==> src/hdl/prs_pkg.sv <==
// Purpose: constants shared by the reset / status output block
// Assumes: 40 MHz system clock, APB with 32-bit data
// Notes:   all times are in microseconds; cycle counts are derived
package prs_pkg;
    // ==========================================================
    // clock and timebase
    localparam int unsigned CLK_FREQ_HZ  = 40_000_000;
    localparam int unsigned HZ_PER_MHZ   = 1_000_000;
    localparam int unsigned CYC_PER_US   = CLK_FREQ_HZ / HZ_PER_MHZ;
    localparam int unsigned NUM_RAILS    = 7;
    localparam int unsigned NUM_BUCKS    = 4;
    localparam int unsigned DLY_W        = 12;
    localparam int unsigned SS_W         = 11;

    // ==========================================================
    // release delays: base + step * code, in us
    localparam logic [DLY_W-1:0] AUXA_BASE_US = 12'd400;
    localparam logic [DLY_W-1:0] AUXA_STEP_US = 12'd227;
    localparam logic [DLY_W-1:0] AUXB_BASE_US = 12'd200;
    localparam logic [DLY_W-1:0] AUXB_STEP_US = 12'd114;
    localparam logic [DLY_W-1:0] MAIN_BASE_US = 12'd200;
    localparam logic [DLY_W-1:0] MAIN_STEP_US = 12'd114;

    // ==========================================================
    // softstart tables in us, entry index is the 3-bit code
    localparam logic [7:0][SS_W-1:0] SS_BUCK_US = {11'd485, 11'd440, 11'd395, 11'd350,
                                                   11'd300, 11'd250, 11'd200, 11'd150};
    localparam logic [7:0][SS_W-1:0] SS_B4_US   = {11'd204, 11'd178, 11'd153, 11'd127,
                                                   11'd102, 11'd76, 11'd51, 11'd25};
    localparam logic [SS_W-1:0] SS_SCALE_NUM = 11'd3;
    localparam logic [SS_W-1:0] SS_SCALE_RND = 11'd3;
    localparam int unsigned     SS_SCALE_SH  = 2;

    // ==========================================================
    // register offsets (byte addresses)
    localparam logic [7:0] OFS_CTRL   = 8'h00;
    localparam logic [7:0] OFS_BUCK   = 8'h04;
    localparam logic [7:0] OFS_SSRAMP = 8'h08;
    localparam logic [7:0] OFS_UVMASK = 8'h0c;
    localparam logic [7:0] OFS_AUXSRC = 8'h10;
    localparam logic [7:0] OFS_STATUS = 8'h14;

    // CTRL fields
    localparam int unsigned CTRL_AUXA_DLY = 0;
    localparam int unsigned CTRL_AUXB_DLY = 4;
    localparam int unsigned CTRL_MAIN_DLY = 8;
    localparam int unsigned CTRL_EXT_POL  = 12;
    localparam int unsigned CTRL_PG_SRC   = 16;
    localparam int unsigned CTRL_AUXA_CFG = 20;
    localparam int unsigned CTRL_AUXB_CFG = 22;
    localparam logic [31:0] CTRL_RST      = 32'h0000_0000;
    localparam logic [31:0] CTRL_MASK     = 32'h00f7_1777;
    // BUCK fields, one bit per buck at these bases
    localparam int unsigned BUCK_DISABLE  = 0;
    localparam int unsigned BUCK_LP_DIS   = 4;
    localparam int unsigned BUCK_LP_SEL   = 8;
    localparam int unsigned BUCK_DISCHG   = 12;
    localparam int unsigned BUCK_REF06    = 16;
    localparam logic [31:0] BUCK_RST      = 32'h0000_0000;
    localparam logic [31:0] BUCK_MASK     = 32'h000f_ffff;
    // SSRAMP: 3-bit code per buck, 4-bit pitch
    localparam int unsigned SS_PITCH      = 4;
    localparam logic [31:0] SSRAMP_RST    = 32'h0000_0000;
    localparam logic [31:0] SSRAMP_MASK   = 32'h0000_7777;
    localparam logic [31:0] UVMASK_RST    = 32'h0000_0000;
    localparam logic [31:0] UVMASK_MASK   = 32'h0000_007f;
    // AUXSRC: rail select for channel a at 0, channel b at 8
    localparam int unsigned AUXSRC_B      = 8;
    localparam logic [31:0] AUXSRC_RST    = 32'h0000_7f7f;
    localparam logic [31:0] AUXSRC_MASK   = 32'h0000_7f7f;
    // STATUS fields
    localparam int unsigned ST_RAIL_EN    = 0;
    localparam int unsigned ST_MAIN_RST   = 8;
    localparam int unsigned ST_AUXA_RST   = 9;
    localparam int unsigned ST_AUXB_RST   = 10;
    localparam int unsigned ST_PG_LOW     = 11;
    localparam int unsigned ST_EXTERNAL_ENABLE_OUT     = 12;
    localparam int unsigned ST_STRAP      = 13;
    localparam int unsigned ST_ACTIVE     = 14;
    localparam int unsigned ST_SS_BUSY    = 16;

    // ==========================================================
    // aux pin configuration and power-good source codes
    typedef enum logic [1:0] {
        AUX_POK    = 2'h0,
        AUX_SLEEP  = 2'h1,
        AUX_WINDOW = 2'h2,
        AUX_INPUT  = 2'h3
    } prs_aux_cfg_t;

    localparam logic [2:0] PG_LDO2_B4 = 3'h5;
    localparam logic [2:0] PG_LDO3_B4 = 3'h7;
    localparam int unsigned RAIL_B4   = 3;
    localparam int unsigned RAIL_LDO2 = 5;
    localparam int unsigned RAIL_LDO3 = 6;

    // default power-up order: rail index per step
    localparam logic [NUM_RAILS-1:0][2:0] SEQ_ORDER_DFLT = {3'h6, 3'h5, 3'h4, 3'h3,
                                                            3'h2, 3'h1, 3'h0};
endpackage : prs_pkg

==> src/hdl/prs_reset_status.sv <==
// Purpose: reset, enable and power-good output control of a multi-rail manager
// Assumes: inputs synchronous to clk_sys; analog comparators give rail ok levels
// Notes:   rails 0..3 are bucks, 4..6 are LDOs; open-drain pins drive low only
`timescale 1ns/1ps
module prs_reset_status #(
    parameter int unsigned                               TICK_CYCLES = prs_pkg::CYC_PER_US,
    parameter logic [prs_pkg::NUM_RAILS-1:0][2:0]        SEQ_ORDER   = prs_pkg::SEQ_ORDER_DFLT
) (
    input  wire logic                                    clk_sys,
    input  wire logic                                    srst,
    // apb slave
    input  wire logic                                    psel,
    input  wire logic                                    penable,
    input  wire logic                                    pwrite,
    input  wire logic [7:0]                              paddr,
    input  wire logic [31:0]                             pwdata,
    output logic      [31:0]                             prdata,
    output logic                                         pready,
    output logic                                         pslverr,
    // analog side status
    input  wire logic                                    vinUvloOk,
    input  wire logic                                    vinWindowOk,
    input  wire logic [prs_pkg::NUM_RAILS-1:0]           railPowerOk,
    input  wire logic                                    sleepState,
    input  wire logic                                    faultRestart,
    input  wire logic                                    modeStrap,
    // rail control
    output logic      [prs_pkg::NUM_RAILS-1:0]           railEnable,
    output logic      [prs_pkg::NUM_BUCKS-1:0]           lightLoadLowPowerMode,
    output logic      [prs_pkg::NUM_BUCKS-1:0]           outputDischargeOn,
    output logic      [prs_pkg::NUM_BUCKS-1:0]           softstartBusy,
    // pins
    output logic                                         mainResetOut,
    output logic                                         mainResetOe,
    input  wire logic                                    auxResetInA,
    output logic                                         auxResetOutA,
    output logic                                         auxResetOeA,
    input  wire logic                                    auxResetInB,
    output logic                                         auxResetOutB,
    output logic                                         auxResetOeB,
    output logic                                         externalEnableOut,
    output logic                                         powerGoodOut,
    output logic                                         powerGoodOe
);
    import prs_pkg::*;

    if (TICK_CYCLES < 1) begin : g_chk_tick
        $error("TICK_CYCLES must be at least 1");
    end

    // ==========================================================
    // microsecond timebase
    logic [15:0] tickCnt_q;
    logic        usTick;
    assign usTick = (tickCnt_q == 16'(TICK_CYCLES - 1));
    always_ff @(posedge clk_sys) begin
        if (srst || usTick) tickCnt_q <= '0;
        else                tickCnt_q <= tickCnt_q + 16'h0001;
    end

    // ==========================================================
    // register file
    logic [31:0] ctrl_q, buck_q, ssramp_q, uvmask_q, auxsrc_q;
    logic [31:0] statusWord, rdMux;
    logic        hit, apbSetup, apbDone, wrDone;
    logic        selCtrl, selBuck, selSs, selUv, selAux, selSt;

    assign selCtrl  = (paddr == OFS_CTRL);
    assign selBuck  = (paddr == OFS_BUCK);
    assign selSs    = (paddr == OFS_SSRAMP);
    assign selUv    = (paddr == OFS_UVMASK);
    assign selAux   = (paddr == OFS_AUXSRC);
    assign selSt    = (paddr == OFS_STATUS);
    assign hit      = selCtrl | selBuck | selSs | selUv | selAux | selSt;
    // first access cycle latches read data; the next one completes
    assign apbSetup = psel & penable & ~pready;
    assign apbDone  = psel & penable & pready;
    assign wrDone   = apbDone & pwrite;
    assign rdMux    = selCtrl ? ctrl_q   :
                      selBuck ? buck_q   :
                      selSs   ? ssramp_q :
                      selUv   ? uvmask_q :
                      selAux  ? auxsrc_q :
                      selSt   ? statusWord : 32'h0000_0000;

    always_ff @(posedge clk_sys) begin
        if (srst) begin
            pready  <= 1'b0;
            pslverr <= 1'b0;
            prdata  <= '0;
        end else begin
            pready  <= apbSetup;
            pslverr <= apbSetup & ~hit;
            if (apbSetup) prdata <= pwrite ? 32'h0000_0000 : rdMux;
        end
    end

    always_ff @(posedge clk_sys) begin
        if (srst) begin
            ctrl_q   <= CTRL_RST;
            buck_q   <= BUCK_RST;
            ssramp_q <= SSRAMP_RST;
            uvmask_q <= UVMASK_RST;
            auxsrc_q <= AUXSRC_RST;
        end else if (wrDone) begin
            if (selCtrl) ctrl_q   <= pwdata & CTRL_MASK;
            if (selBuck) buck_q   <= pwdata & BUCK_MASK;
            if (selSs)   ssramp_q <= pwdata & SSRAMP_MASK;
            if (selUv)   uvmask_q <= pwdata & UVMASK_MASK;
            if (selAux)  auxsrc_q <= pwdata & AUXSRC_MASK;
        end
    end

    // field views
    logic [2:0]           pgSrc;
    logic                 extPol;
    prs_aux_cfg_t         auxCfgA, auxCfgB;
    logic [NUM_RAILS-1:0] auxSelA, auxSelB, uvMask;
    logic [NUM_BUCKS-1:0] bkDisable, lpDis, lpSel, dischEn, ref06;
    assign pgSrc     = ctrl_q[CTRL_PG_SRC +: 3];
    assign extPol    = ctrl_q[CTRL_EXT_POL];
    assign auxCfgA   = prs_aux_cfg_t'(ctrl_q[CTRL_AUXA_CFG +: 2]);
    assign auxCfgB   = prs_aux_cfg_t'(ctrl_q[CTRL_AUXB_CFG +: 2]);
    assign auxSelA   = auxsrc_q[0 +: NUM_RAILS];
    assign auxSelB   = auxsrc_q[AUXSRC_B +: NUM_RAILS];
    assign uvMask    = uvmask_q[0 +: NUM_RAILS];
    assign bkDisable = buck_q[BUCK_DISABLE +: NUM_BUCKS];
    assign lpDis     = buck_q[BUCK_LP_DIS +: NUM_BUCKS];
    assign lpSel     = buck_q[BUCK_LP_SEL +: NUM_BUCKS];
    assign dischEn   = buck_q[BUCK_DISCHG +: NUM_BUCKS];
    assign ref06     = buck_q[BUCK_REF06 +: NUM_BUCKS];

    // ==========================================================
    // mode strap: sampled on the uvlo rising crossing only
    logic uvloOkPrev_q, strap_q;
    always_ff @(posedge clk_sys) begin
        if (srst) begin
            uvloOkPrev_q <= 1'b0;
            strap_q      <= 1'b0;
        end else begin
            uvloOkPrev_q <= vinUvloOk;
            if (vinUvloOk && !uvloOkPrev_q) strap_q <= modeStrap;
        end
    end

    // ==========================================================
    // power-up sequencer
    typedef enum logic [1:0] {SEQ_OFF, SEQ_STEP, SEQ_WAIT, SEQ_ACTIVE} prs_seq_t;
    prs_seq_t             seqState_q;
    logic [2:0]           seqIdx_q, seqRail;
    logic [NUM_RAILS-1:0] seqOn_q, auxGate, railEn_d;
    logic                 active;
    assign seqRail = SEQ_ORDER[seqIdx_q];
    assign active  = (seqState_q == SEQ_ACTIVE);

    always_ff @(posedge clk_sys) begin
        if (srst || !vinUvloOk) begin
            seqState_q <= SEQ_OFF;
            seqIdx_q   <= '0;
            seqOn_q    <= '0;
        end else begin
            case (seqState_q)
                SEQ_OFF: begin
                    seqIdx_q   <= '0;
                    seqState_q <= SEQ_STEP;
                end
                SEQ_STEP: begin
                    seqOn_q[seqRail] <= 1'b1;
                    seqState_q       <= SEQ_WAIT;
                end
                SEQ_WAIT: begin
                    if (railPowerOk[seqRail]) begin
                        if (seqIdx_q == 3'(NUM_RAILS - 1)) begin
                            seqState_q <= SEQ_ACTIVE;
                        end else begin
                            seqIdx_q   <= seqIdx_q + 3'h1;
                            seqState_q <= SEQ_STEP;
                        end
                    end
                end
                SEQ_ACTIVE: seqState_q <= SEQ_ACTIVE;
                default:    seqState_q <= SEQ_OFF;
            endcase
        end
    end

    // an aux pin set as input holds its selected rails off while low
    assign auxGate = ((auxCfgA == AUX_INPUT && !auxResetInA) ? auxSelA : '0) |
                     ((auxCfgB == AUX_INPUT && !auxResetInB) ? auxSelB : '0);
    // register disables only bite once the start sequence is done
    assign railEn_d = seqOn_q & ~auxGate &
                      ~(active ? {{(NUM_RAILS-NUM_BUCKS){1'b0}}, bkDisable} : '0);

    always_ff @(posedge clk_sys) begin
        if (srst) begin
            railEnable            <= '0;
            lightLoadLowPowerMode <= '0;
            outputDischargeOn     <= '0;
        end else begin
            railEnable            <= railEn_d;
            lightLoadLowPowerMode <= ~lpDis & lpSel;
            outputDischargeOn     <= ~railEn_d[NUM_BUCKS-1:0] & dischEn;
        end
    end

    // ==========================================================
    // softstart timers, one per buck
    for (genvar b = 0; b < NUM_BUCKS; b++) begin : g_ss
        logic [2:0]      code;
        logic [SS_W-1:0] tab, scaled, cnt_q;
        logic            start;
        assign code   = ssramp_q[b*SS_PITCH +: 3];
        assign tab    = (b == RAIL_B4) ? SS_B4_US[code] : SS_BUCK_US[code];
        assign scaled = ref06[b] ? SS_W'((tab * SS_SCALE_NUM + SS_SCALE_RND) >> SS_SCALE_SH)
                                 : tab;
        assign start  = (railEn_d[b] & ~railEnable[b]) | (faultRestart & railEn_d[b]);
        always_ff @(posedge clk_sys) begin
            if (srst || !railEn_d[b]) begin
                cnt_q            <= '0;
                softstartBusy[b] <= 1'b0;
            end else if (start) begin
                cnt_q            <= scaled;
                softstartBusy[b] <= 1'b1;
            end else if (usTick && cnt_q != '0) begin
                cnt_q            <= cnt_q - SS_W'(1);
                softstartBusy[b] <= (cnt_q != SS_W'(1));
            end
        end
    end

    // ==========================================================
    // reset channels: 0 main, 1 aux a, 2 aux b
    logic [2:0]             bad, asserted_q;
    logic [2:0][DLY_W-1:0]  target;
    logic [NUM_RAILS-1:0]   railLow;
    logic                   auxPokA, auxPokB;
    assign railLow  = railEnable & ~railPowerOk;
    assign auxPokA  = !active || |(railLow & auxSelA);
    assign auxPokB  = !active || |(railLow & auxSelB);
    assign bad[0]   = !vinWindowOk || !active || |railLow;
    assign bad[1]   = (auxCfgA == AUX_POK)    ? auxPokA :
                      (auxCfgA == AUX_SLEEP)  ? sleepState :
                      (auxCfgA == AUX_WINDOW) ? !vinWindowOk : 1'b0;
    assign bad[2]   = (auxCfgB == AUX_POK)    ? auxPokB :
                      (auxCfgB == AUX_SLEEP)  ? sleepState :
                      (auxCfgB == AUX_WINDOW) ? !vinWindowOk : 1'b0;
    assign target[0] = MAIN_BASE_US +
                       DLY_W'(MAIN_STEP_US * ctrl_q[CTRL_MAIN_DLY +: 3]);
    assign target[1] = AUXA_BASE_US +
                       DLY_W'(AUXA_STEP_US * ctrl_q[CTRL_AUXA_DLY +: 3]);
    assign target[2] = AUXB_BASE_US +
                       DLY_W'(AUXB_STEP_US * ctrl_q[CTRL_AUXB_DLY +: 3]);

    for (genvar c = 0; c < 3; c++) begin : g_rst
        logic [DLY_W-1:0] cnt_q;
        always_ff @(posedge clk_sys) begin
            if (srst || bad[c]) begin
                asserted_q[c] <= 1'b1;
                cnt_q         <= '0;
            end else if (asserted_q[c] && usTick) begin
                if (cnt_q + DLY_W'(1) >= target[c]) asserted_q[c] <= 1'b0;
                else                                cnt_q <= cnt_q + DLY_W'(1);
            end
        end
    end

    // ==========================================================
    // pin drivers
    logic pgOk, pgMasked, extSrc;
    assign pgOk     = (pgSrc == PG_LDO2_B4) ? railPowerOk[RAIL_LDO2] & railPowerOk[RAIL_B4] :
                      (pgSrc == PG_LDO3_B4) ? railPowerOk[RAIL_LDO3] & railPowerOk[RAIL_B4] :
                      (pgSrc == 3'h6)       ? railPowerOk[RAIL_LDO3] :
                      railPowerOk[pgSrc];
    assign pgMasked = (pgSrc == PG_LDO2_B4) ? uvMask[RAIL_LDO2] | uvMask[RAIL_B4] :
                      (pgSrc == PG_LDO3_B4) ? uvMask[RAIL_LDO3] | uvMask[RAIL_B4] :
                      (pgSrc == 3'h6)       ? uvMask[RAIL_LDO3] :
                      uvMask[pgSrc];
    // bypass switch and buck1 share rail 0 enable; extSrc follows that enable for either strap value
    assign extSrc   = strap_q ? (railEn_d[0] & strap_q) : (railEn_d[0] & ~strap_q);

    always_ff @(posedge clk_sys) begin
        if (srst) begin
            mainResetOut      <= 1'b0;
            mainResetOe       <= 1'b1;
            auxResetOutA      <= 1'b0;
            auxResetOeA       <= 1'b1;
            auxResetOutB      <= 1'b0;
            auxResetOeB       <= 1'b1;
            externalEnableOut <= 1'b0;
            powerGoodOut      <= 1'b0;
            powerGoodOe       <= 1'b1;
        end else begin
            mainResetOut      <= 1'b0;
            mainResetOe       <= asserted_q[0];
            auxResetOutA      <= 1'b0;
            auxResetOeA       <= asserted_q[1] && auxCfgA != AUX_INPUT;
            auxResetOutB      <= 1'b0;
            auxResetOeB       <= asserted_q[2] && auxCfgB != AUX_INPUT;
            externalEnableOut <= extSrc ^ extPol;
            powerGoodOut      <= 1'b0;
            powerGoodOe       <= !pgOk && !pgMasked;
        end
    end

    // ==========================================================
    // status word
    assign statusWord = {12'h000, softstartBusy, 1'b0, active, strap_q, externalEnableOut,
                         powerGoodOe, auxResetOeB, auxResetOeA, mainResetOe,
                         1'b0, railEnable};
endmodule : prs_reset_status

==> config.mk <==
export PLATFORM = sky130hd
export DESIGN_NAME = prs_reset_status
export DESIGN_NICKNAME = d
export VERILOG_FILES = /design/src/hdl/prs_pkg.sv /design/src/hdl/prs_reset_status.sv
export SDC_FILE = /design/constraint.sdc
export NUM_CORES = 1
export LEC_CHECK = 0
export ABC_AREA = 1
export BUFFER_PORTS_ARGS = -buffer_cell sky130_fd_sc_hd__buf_2
export CAP_MARGIN = 20
export CORE_UTILIZATION = 25
export DETAILED_ROUTE_END_ITERATION = 8
export SKIP_LAST_GASP = 1
export SLEW_MARGIN = 20
export SYNTH_ARGS = -nofsm -noshare
export SYNTH_HDL_FRONTEND = slang
export SYNTH_SLANG_ARGS = --single-unit
==> constraint.sdc <==
create_clock -name clk_sys -period 3.2 [get_ports clk_sys]
set_clock_uncertainty 0.05 [all_clocks]
set_input_delay 0.32 -clock clk_sys [delete_from_list [all_inputs] [get_ports clk_sys]]
set_output_delay 0.32 -clock clk_sys [all_outputs]
set_load 0.01 [all_outputs]
* Word-level counts from Yosys, hierarchy flattened
Memories as Yosys holds them, arrays and structs flattened. A register that Yosys moved wholly into a read port is not among the register bits. Index checks and enable logic that the tools add are counted.
Storage, ports and cells: register bits 241, latch bits 0, RAM bits 0, ROM bits 376, bits of input ports 59, memories 5
Memories:
- (name not given) | depth 8, width 11, read ports 1, clocked after memory_dff 1, wr ports 0, RTL line prs_reset_status.sv:213 | assign tab = (b == RAIL_B4) ? SS_B4_US[code] : SS_BUCK_US[code];
- (name not given) | depth 8, width 11, read ports 1, clocked after memory_dff 1, wr ports 0, RTL line prs_reset_status.sv:213
- (name not given) | depth 8, width 11, read ports 1, clocked after memory_dff 1, wr ports 0, RTL line prs_reset_status.sv:213
- (name not given) | depth 8, width 11, read ports 1, clocked after memory_dff 1, wr ports 0, RTL line prs_reset_status.sv:213
- (name not given) | depth 8, width 3, read ports 1, clocked after memory_dff 1, wr ports 0, RTL line prs_reset_status.sv:153 | assign seqRail = SEQ_ORDER[seqIdx_q];
Cells by class: add/subtract/negate cells 16, multipliers 7, div/mod/pow operators 0, magnitude comparators 11, equality and inequality tests 27, shifts and indexed selects 0, multiplexer cells 72, bitwise operators 53, reductions and logical operators 67
Operators by type and width (count):
- $mux 11 | 16
- $mux 20 | 5
- $mux 24 | 2
- $add 11x2->11 const B | 4
- $mul 11x2->11 const B | 4
- $ne 11x1->1 const B | 4
- $reduce_bool 11->1 | 4
- $sub 11x1->11 const B | 4
- $mux 3 | 13
- $add 12x1->12 const B | 3
- $and 7x7->7 | 5
- $lt 3x4->1 const B | 7
- $mux 1 | 25
- $ge 12x11->1 | 2
- $add 8x10->11 const A | 2
- $reduce_and 2->1 | 11
- $reduce_or 7->1 | 3
- $mul 6x3->9 const A | 2
- $and 1x1->1 | 17
- $add 16x1->16 const B | 1
- $eq 16x6->1 const B | 1
- $eq 8x4->1 const B | 2
- $eq 8x5->1 const B | 2
- $logic_and 1x1->1 | 14
- other kinds (31) | 100

* Depth between registers and ports, before layout
Gate-level depths: netlist of run 1.
word-level depth 10, mapped depth 21

* Worst setup path before layout of run 1
Ideal clock, no wire load.
kind reg2reg, start reg ctrl_q[8], end reg g_rst[0].cnt_q[10], setup time 110 ps, arrival 3036 ps, required time 3040 ps, setup slack 4 ps, cell stages (with the launch flop) 19, period minus slack after synthesis 3196 ps, cells stage by stage dfxtp_1 -> fa_1 -> ha_1 -> inv_1 -> fa_1 -> inv_1 -> xor2_1 -> ha_1 -> nand2_1 -> inv_1 -> nor3_1 -> nand2_1 -> nand3_1 -> nand2_1 -> nand2_1 -> clkbuf_1 -> nand4_1 -> nand2_1 -> nor2_1
On the way: cells in the longest elaborated chain, start to end 5
Ends and longest elaborated chain:
- start: declaration | RTL line prs_reset_status.sv:63 | logic [31:0] ctrl_q, buck_q, ssramp_q, uvmask_q, auxsrc_q;
- start signal: assignment | RTL line prs_reset_status.sv:106 | if (selCtrl) ctrl_q <= pwdata & CTRL_MASK;
- $mul 6x3->9 | RTL line prs_reset_status.sv:248 | DLY_W'(MAIN_STEP_US * ctrl_q[CTRL_MAIN_DLY +: 3]);
- $add 8x10->11 | RTL line prs_reset_status.sv:247 | assign target[0] = MAIN_BASE_US +
- $ge 12x11->1 | RTL line prs_reset_status.sv:261 | if (cnt_q + DLY_W'(1) >= target[c]) asserted_q[c] <= 1'b0;
- $not 1->1 (no line)
- $reduce_and 2->1 (no line)
- end signal: assignment | RTL line prs_reset_status.sv:262 | else cnt_q <= cnt_q + DLY_W'(1);
- end: declaration | RTL line prs_reset_status.sv:255 | logic [DLY_W-1:0] cnt_q;
Every way passes these cells. A chain may end at the register's enable or synchronous reset.

* Worst setup path in the final report of run 1
start reg ctrl_q[10], end reg g_rst[0].cnt_q[7]
Same word-level chain as after synthesis.

==> reports/metrics.cfg, run 1 <==
[run_status]
outcome=finished with violations
violations=negative setup slack

[synthesis]
ys_top_cells_by_count=407 x nand2_1, 315 x inv_1, 269 x dfxtp_1, 208 x nor2_1, 200 x o21ai_0
synth_area_leaders=dfxtp_1 33%, ha_1 11%, nand2_1 9.3%, inv_1 7.2%, o21ai_0 6.1%
postSynthAreaPerCell_um2=7.16
netlist_area_um2=16400
syn_inst=2298
ys_warn_count=0
synth-edff-count=0
yosysMostFrequentCell=nand2_1
ys_ff_latch=269
yosysTopAreaCell=dfxtp_1
synth.top_cell.area_share_pct=32.7
yosysSeqAreaShare_pct=32.7
netlist-cell-type-count=58
synth_async_sr_flop_share_pct=0
ys.flop_type=dfxtp_1

[drt]
route.met3.wl_um=3970
viasPerCell=4.60
antenna_left=0
met2_length_um=20700
wl_per_cell_um=14.9
drt_iter0_markers=1406
num_vias=15400
drc_errors=0
met1_length_um=23800
routed_wl_um=49800
top_layer=met5
drt_pass1_iterations=5

[grt]
grt_pass1_wl_um=77500
grt_use_total_pct=14.6
overflow=0
grt_pass1_vias=14100
grt_antenna_before_repair=8
grt_max_degree=32

[final_layout]
layout-drive-gt1-share_pct=15.1
syn2layout_area_growth_pct=20.1
fill_cells=7027
nNetsFinal=2669
fin_area_um2=19800

[critical_path]
crit_slowest_cell=fa_1
crit_top_cell=nand2_1
cp_top_family=adder cells
crit_path_cell_trace=fa_1 > ha_2 > inv_2 > fa_1 > inv_1 > xor2_1 > ha_1 > nand2_2 > buf_4 > nor2_1 > nand2_1 > nand2_1 > nand3_1 > nand2_1 > nand2_2 > nand3_4 > buf_6 > nand2_1 > inv_1 > nor2_1
path_buf_inv=5
path_class=register to register
worstPathMaxFanout=5
crit_path_end_kind=register
slowest_delay_ns=0.54
worst-endpoint-required_ns=3.62
start_kind=register
critPathArrivalTime_ns=3.64

[floorplan]
die_area_um2=66800
fp-row-count=93
core_um2=64700
start_util_pct=25.4
dieHeight_um=258
die_x_um=258
ioPinCount=121

[place]
port_buffers=100
post_dp_cell_area_um2=18200
gp_congestion=0.972
dp_hpwl_um=38700
post-place-ws_ns=-0.0737

[timing]
finalCritPeriodShare_pct=101
rsz0062_at_grt=true
finalHoldViolations=0
finalWorstSetupSlack_ns=-0.0230
worstMarginPinSlew_ns=0.868
tns_ns=-0.0803
clock.fmax_ghz=0.310
slew_headroom_pct=41.9
holdWs_ns=0.0387
fin_crit_ns=3.22
slew_violations=0
setup_viol=8

[cts]
cts.sinks=269
clk_pin_slew_worst_paths_ns=0.06
ctsHtreeMaxLevel=1
numCtsBuffers=31
clock_latency_ns=0.58
cts.root.buffer_cell=clkbuf_16
cts_max_path_buffers=3
cts_tree=done

[power_and_ir_drop]
power_density_nw_per_um2=362
p_leak_uw=0.00884
ir_drop_uv=386

[job]
drv_cap=0

[worst_hold_path]
hold_path.class=input port to register

==> worst paths after layout <==
check	slack (ns)	cells after the start	start	end
hold reg to reg	0.39	2	seqOn_q[6]	railEnable[6]
setup reg to reg	-0.02	20	ctrl_q[10]	g_rst[0].cnt_q[7]
setup / recovery	-0.02	20	ctrl_q[10]	g_rst[0].cnt_q[7]
hold / removal	0.04	3	pwdata[0]	auxsrc_q[0]
==> per-stage QoR <==
step / total power [uW] / utilization (%) / std cells
2_1_floorplan: 3560 / - / 2309
3_3_place_gp: 3670 / 28.2 / 3263
3_5_place_dp: 3670 / 28.2 / 3263
4_1_cts: 7210 / 29.9 / 3330
5_1_grt: 7360 / 30.5 / 3338
6_report: 7150 / 30.5 / 3341
==> what timing repair did <==
action	in CTS	in global routing
pin swaps	1	44
endpoints found under the hold margin	12	0
resized for setup	3	89
hold buffers	12	0
setup endpoints to repair	20	38
gates cloned	0	2
buffers inserted	0	5
==> tightest hold or removal path, delay by kind of cell <==
kind | cells | cell delay [ns]
buf+inv | 1 | 0.17
simple gates | 1 | 0.07
compound gates | 1 | 0.07
==> logic make-up (layout without fill, tap and decap cells) <==
logic type	after synthesis	count (layout)	synth area share, %
and+or+nand+nor	880	880	24.0
DFF	269	269	32.7
adders and majority gates	150	150	11.7
xor gates and xnor gates	89	89	4.74
AOI/OAI and AO/OA	500	500	16.8
other	1	16	0.0228
buffers and inverters	409	582	10.0
==> metal layers <==
| metal | up-vias | track usage, % |
|---|---|---|
| li1 | 7872 | - |
| met2 | 447 | 22.1 |
| met1 | 6991 | 20.6 |
| met4 | 2 | 3.85 |
| met3 | 73 | 3.16 |
| met5 | - | 0 |
==> report_power, final <==
part | switching, uW | leakage [uW] | total (uW) | internal [uW]
Clock | 1460 | 0.000499 | 3530 | 2070
Combinational | 177 | 0.00617 | 250 | 72.4
Sequential | 10.7 | 0.00217 | 3370 | 3360
==> state kept, by name, summed over array words and instances (netlist names), 12 cells and up <==
register	count
g_ss.cnt_q	44
g_rst.cnt_q	36
g_ss.tab	33
prdata	24
buck_q	20
ctrl_q	17
tickCnt_q	16
auxsrc_q	14
ssramp_q	12
==> final cells by class <==
type	instances	area (um^2)	share of cell area, %
Multi-Input combinational cell	1631	9730	49.3
Sequential cell	269	5390	27.3
Timing Repair Buffer	190	1270	6.45
Inverter	337	1270	6.44
Tap cell	855	1070	5.42
Clock buffer	47	936	4.74
Clock inverter	8	67.6	0.342
Antenna cell	4	10.0	0.0507
==> placed cells by master (no fill, tap or decap), drive strengths merged, types with 61 or more instances in the layout <==
cell type | synthesis | layout
a21oi | 203 | 203
xor2 | 61 | 61
nand2 | 418 | 418
nor2 | 224 | 224
nand3 | 97 | 97
ha | 143 | 143
o21ai | 208 | 208
dfxtp | 269 | 269
inv | 333 | 333
buf | 43 | 177
No activity file was read; power rests on OpenSTA's default activity.
==> run 2: changes to the inputs <==
--- a/config.mk
+++ b/config.mk
@@ -10,6 +10,8 @@
 export CAP_MARGIN = 20
 export CORE_UTILIZATION = 25
 export DETAILED_ROUTE_END_ITERATION = 8
+export RECOVER_POWER = 100
+export SETUP_SLACK_MARGIN = 0.15
 export SKIP_LAST_GASP = 1
 export SLEW_MARGIN = 20
 export SYNTH_ARGS = -nofsm -noshare
==> run 2 against run 1 <==
Effect of this change:
- the run still ends with negative setup slack left
- cell area is 0.10% lower
- global-route usage grew 0.30 points
- core utilization barely moved
- worst setup slack better by 0.015 ns
- sequential cell count unchanged
- power grew 3.9%
- critical path depth shrank 2
- register-to-register slack hardly changed
- clock-buffer cell count decreased by 6
- first-iteration DRC count is 13% lower
- sequential power hardly changed
- routed wire length grew 2.0%
==> reports/metrics.cfg, run 2 (synthesized netlist as in run 1, its figures left out) <==
[timing]
slew_headroom_pct=2.67  ; -39 points
clock.fmax_ghz=0.312  ; +0.45%
finalHoldViolations=0  ; unchanged
setup_viol=2  ; -6
finalWorstSetupSlack_ns=-0.00838  ; +0.0146 ns
rsz0062_at_grt=true
slew_violations=0  ; unchanged
finalCritPeriodShare_pct=100  ; -0.46 points
tns_ns=-0.0122  ; +0.0682 ns
fin_crit_ns=3.21  ; -0.0146 ns
worstMarginPinSlew_ns=1.46  ; +0.592 ns

[cts]
cts.sinks=269  ; unchanged
clk_pin_slew_worst_paths_ns=0.06  ; about the same
ctsHtreeMaxLevel=1  ; unchanged
cts_tree=done
cts.root.buffer_cell=clkbuf_16
clock_latency_ns=0.58  ; about the same
cts_max_path_buffers=3  ; unchanged
numCtsBuffers=31  ; unchanged

[final_layout]
fin_util_pct=30.5  ; -0.031 points
final_cell_mix=394 x nand2_1, 313 x inv_1, 264 x dfxtp_1, 210 x nor2_1, 196 x o21ai_0
nNetsFinal=2669  ; unchanged
largest_reg_flops=44  ; unchanged
syn2layout_area_growth_pct=20.0
largest-register=g_ss.cnt_q
layout-drive-gt1-share_pct=12.1  ; -3.0 points
layout_commonest_cell=nand2_1

[critical_path]
crit_path_start=ctrl_q[1]
crit_top_cell=ha_4
crit_path_end_kind=register
r2r_cells=18  ; -10%
slowest_delay_ns=0.35  ; -0.19 ns
crit_path_cell_trace=inv_2 > ha_4 > ha_4 > ha_4 > inv_4 > a21oi_4 > nor3b_2 > a31oi_1 > xor2_1 > ha_1 > nand2_2 > o21a_1 > nand2_2 > a31oi_4 > nand3_2 > buf_6 > buf_6 > a21oi_2
r2r-start=ctrl_q[1]
worst-endpoint-required_ns=3.66  ; +0.04 ns
path_buf_inv=4  ; -1
critPathArrivalTime_ns=3.67  ; +0.03 ns
crit_slowest_cell=dfxtp_2
cp_top_family=adder cells
path_depth=18  ; -10%
start_kind=register
path_class=register to register
worstPathMaxFanout=7  ; +2

[power_and_ir_drop]
ir_drop_uv=370  ; -4.0%
finalPower_uw=7430  ; +3.9%
p_leak_uw=0.00859  ; -2.8%
power_density_nw_per_um2=376  ; +4.0%

[drt]
viasPerCell=4.61  ; +0.19%
wl_per_cell_um=15.2  ; +2.0%
antenna_left=0  ; unchanged
drc_errors=0  ; unchanged
routed_wl_um=50800  ; +2.0%
drt_pass1_iterations=6  ; +1
num_vias=15400  ; +0.25%
drt_iter0_markers=1229  ; -13%

[run_status]
outcome=finished with violations
violations=negative setup slack

[floorplan]
core_um2=64700  ; unchanged
die_x_um=258  ; unchanged
die_area_um2=66800  ; unchanged
dieHeight_um=258  ; unchanged
ioPinCount=121  ; unchanged
start_util_pct=25.4  ; unchanged
fp-row-count=93  ; unchanged

[grt]
grt_pass1_vias=14200  ; +0.72%
grt_max_degree=48  ; +50%
grt_antenna_before_repair=7  ; -1
grt_use_total_pct=14.9  ; +0.30 points
overflow=0  ; unchanged
grt_pass1_wl_um=79000  ; +2.0%

[worst_hold_path]
whs_path_depth=3  ; unchanged
hp-start=pwdata[0]
hold_path.class=input port to register

[job]
drv_cap=0  ; unchanged

[place]
dp_hpwl_um=39000  ; +0.70%
port_buffers=100  ; unchanged
gp_congestion=0.969  ; -0.27%

==> run 2: repair_timing <==
action                                  in CTS  in global routing
pin swaps                                   13                 43
endpoints found under the setup margin      37                 39
cloned                                       0                  2
resized for setup                           38                 73
hold buffers                                13                  0
buffers inserted                             3                  4
endpoints found under the hold margin       13                  0
==> run 2: path summary, 6_finish.rpt <==
path	endpoint	slack [ns]
worst max register to register	g_rst[1].cnt_q[8]	-0.008
worst min register to register	railEnable[4]	0.40
worst min-delay path	auxsrc_q[0]	0.02
worst max-delay path	g_rst[1].cnt_q[8]	-0.008
==> run 2: worst reg2reg max path, stage by stage, from the launching register on <==
cell     delay [ns]
dfxtp_2        0.35
inv_2          0.06
ha_4           0.27
ha_4           0.14
ha_4           0.15
inv_4          0.05
a21oi_4        0.11
nor3b_2        0.24
a31oi_1        0.13
xor2_1         0.16
ha_1           0.29
nand2_2        0.09
o21a_1         0.14
nand2_2        0.07
a31oi_4        0.17
nand3_2        0.24
buf_6          0.22
buf_6          0.12
a21oi_2        0.11
==> run 2: power by group <==
part	internal [uW]	switching, uW	leakage [uW]
registers	3360	11.0	0.00217
clock network	2310	1500	0.000529
logic	70.2	174	0.00589
==> run 2: layout make-up <==
class                      instances  area, um^2
inverter                         337        1270
timing repair buffer             190        1170
tap                              855        1070
clock buffer                      41         873
sequential                       269        5390
multi-input combinational       1631        9730
fill                            7095       45000
clock inverter                    16         219
antenna                            4        10.0
==> run 2: per-layer routing <==
layer | up-vias | wire length, um | track usage [%]
li1 | 7887 | - | -
met1 | 7017 | 24000 | 20.8
met2 | 438 | 21800 | 23.2
met3 | 77 | 3740 | 2.98
met4 | 4 | 1260 | 3.58
met5 | - | 23 | 0
==> run 2: metrics by stage <==
step | instance area (um^2) | instances | worst slack [ns] | hold WS [ns]
after global placement | 18200 | 3260 | 0.00468 | 0.377
final | 19700 | 3343 | -0.00838 | 0.0195
after global routing | 19700 | 3341 | -0.204 | 0.0327
after floorplan | 16500 | 2309 | 0.140 | 0.349
after detailed placement | 18200 | 3260 | -0.103 | 0.381
after CTS | 19700 | 3333 | 0.0194 | 0.00240
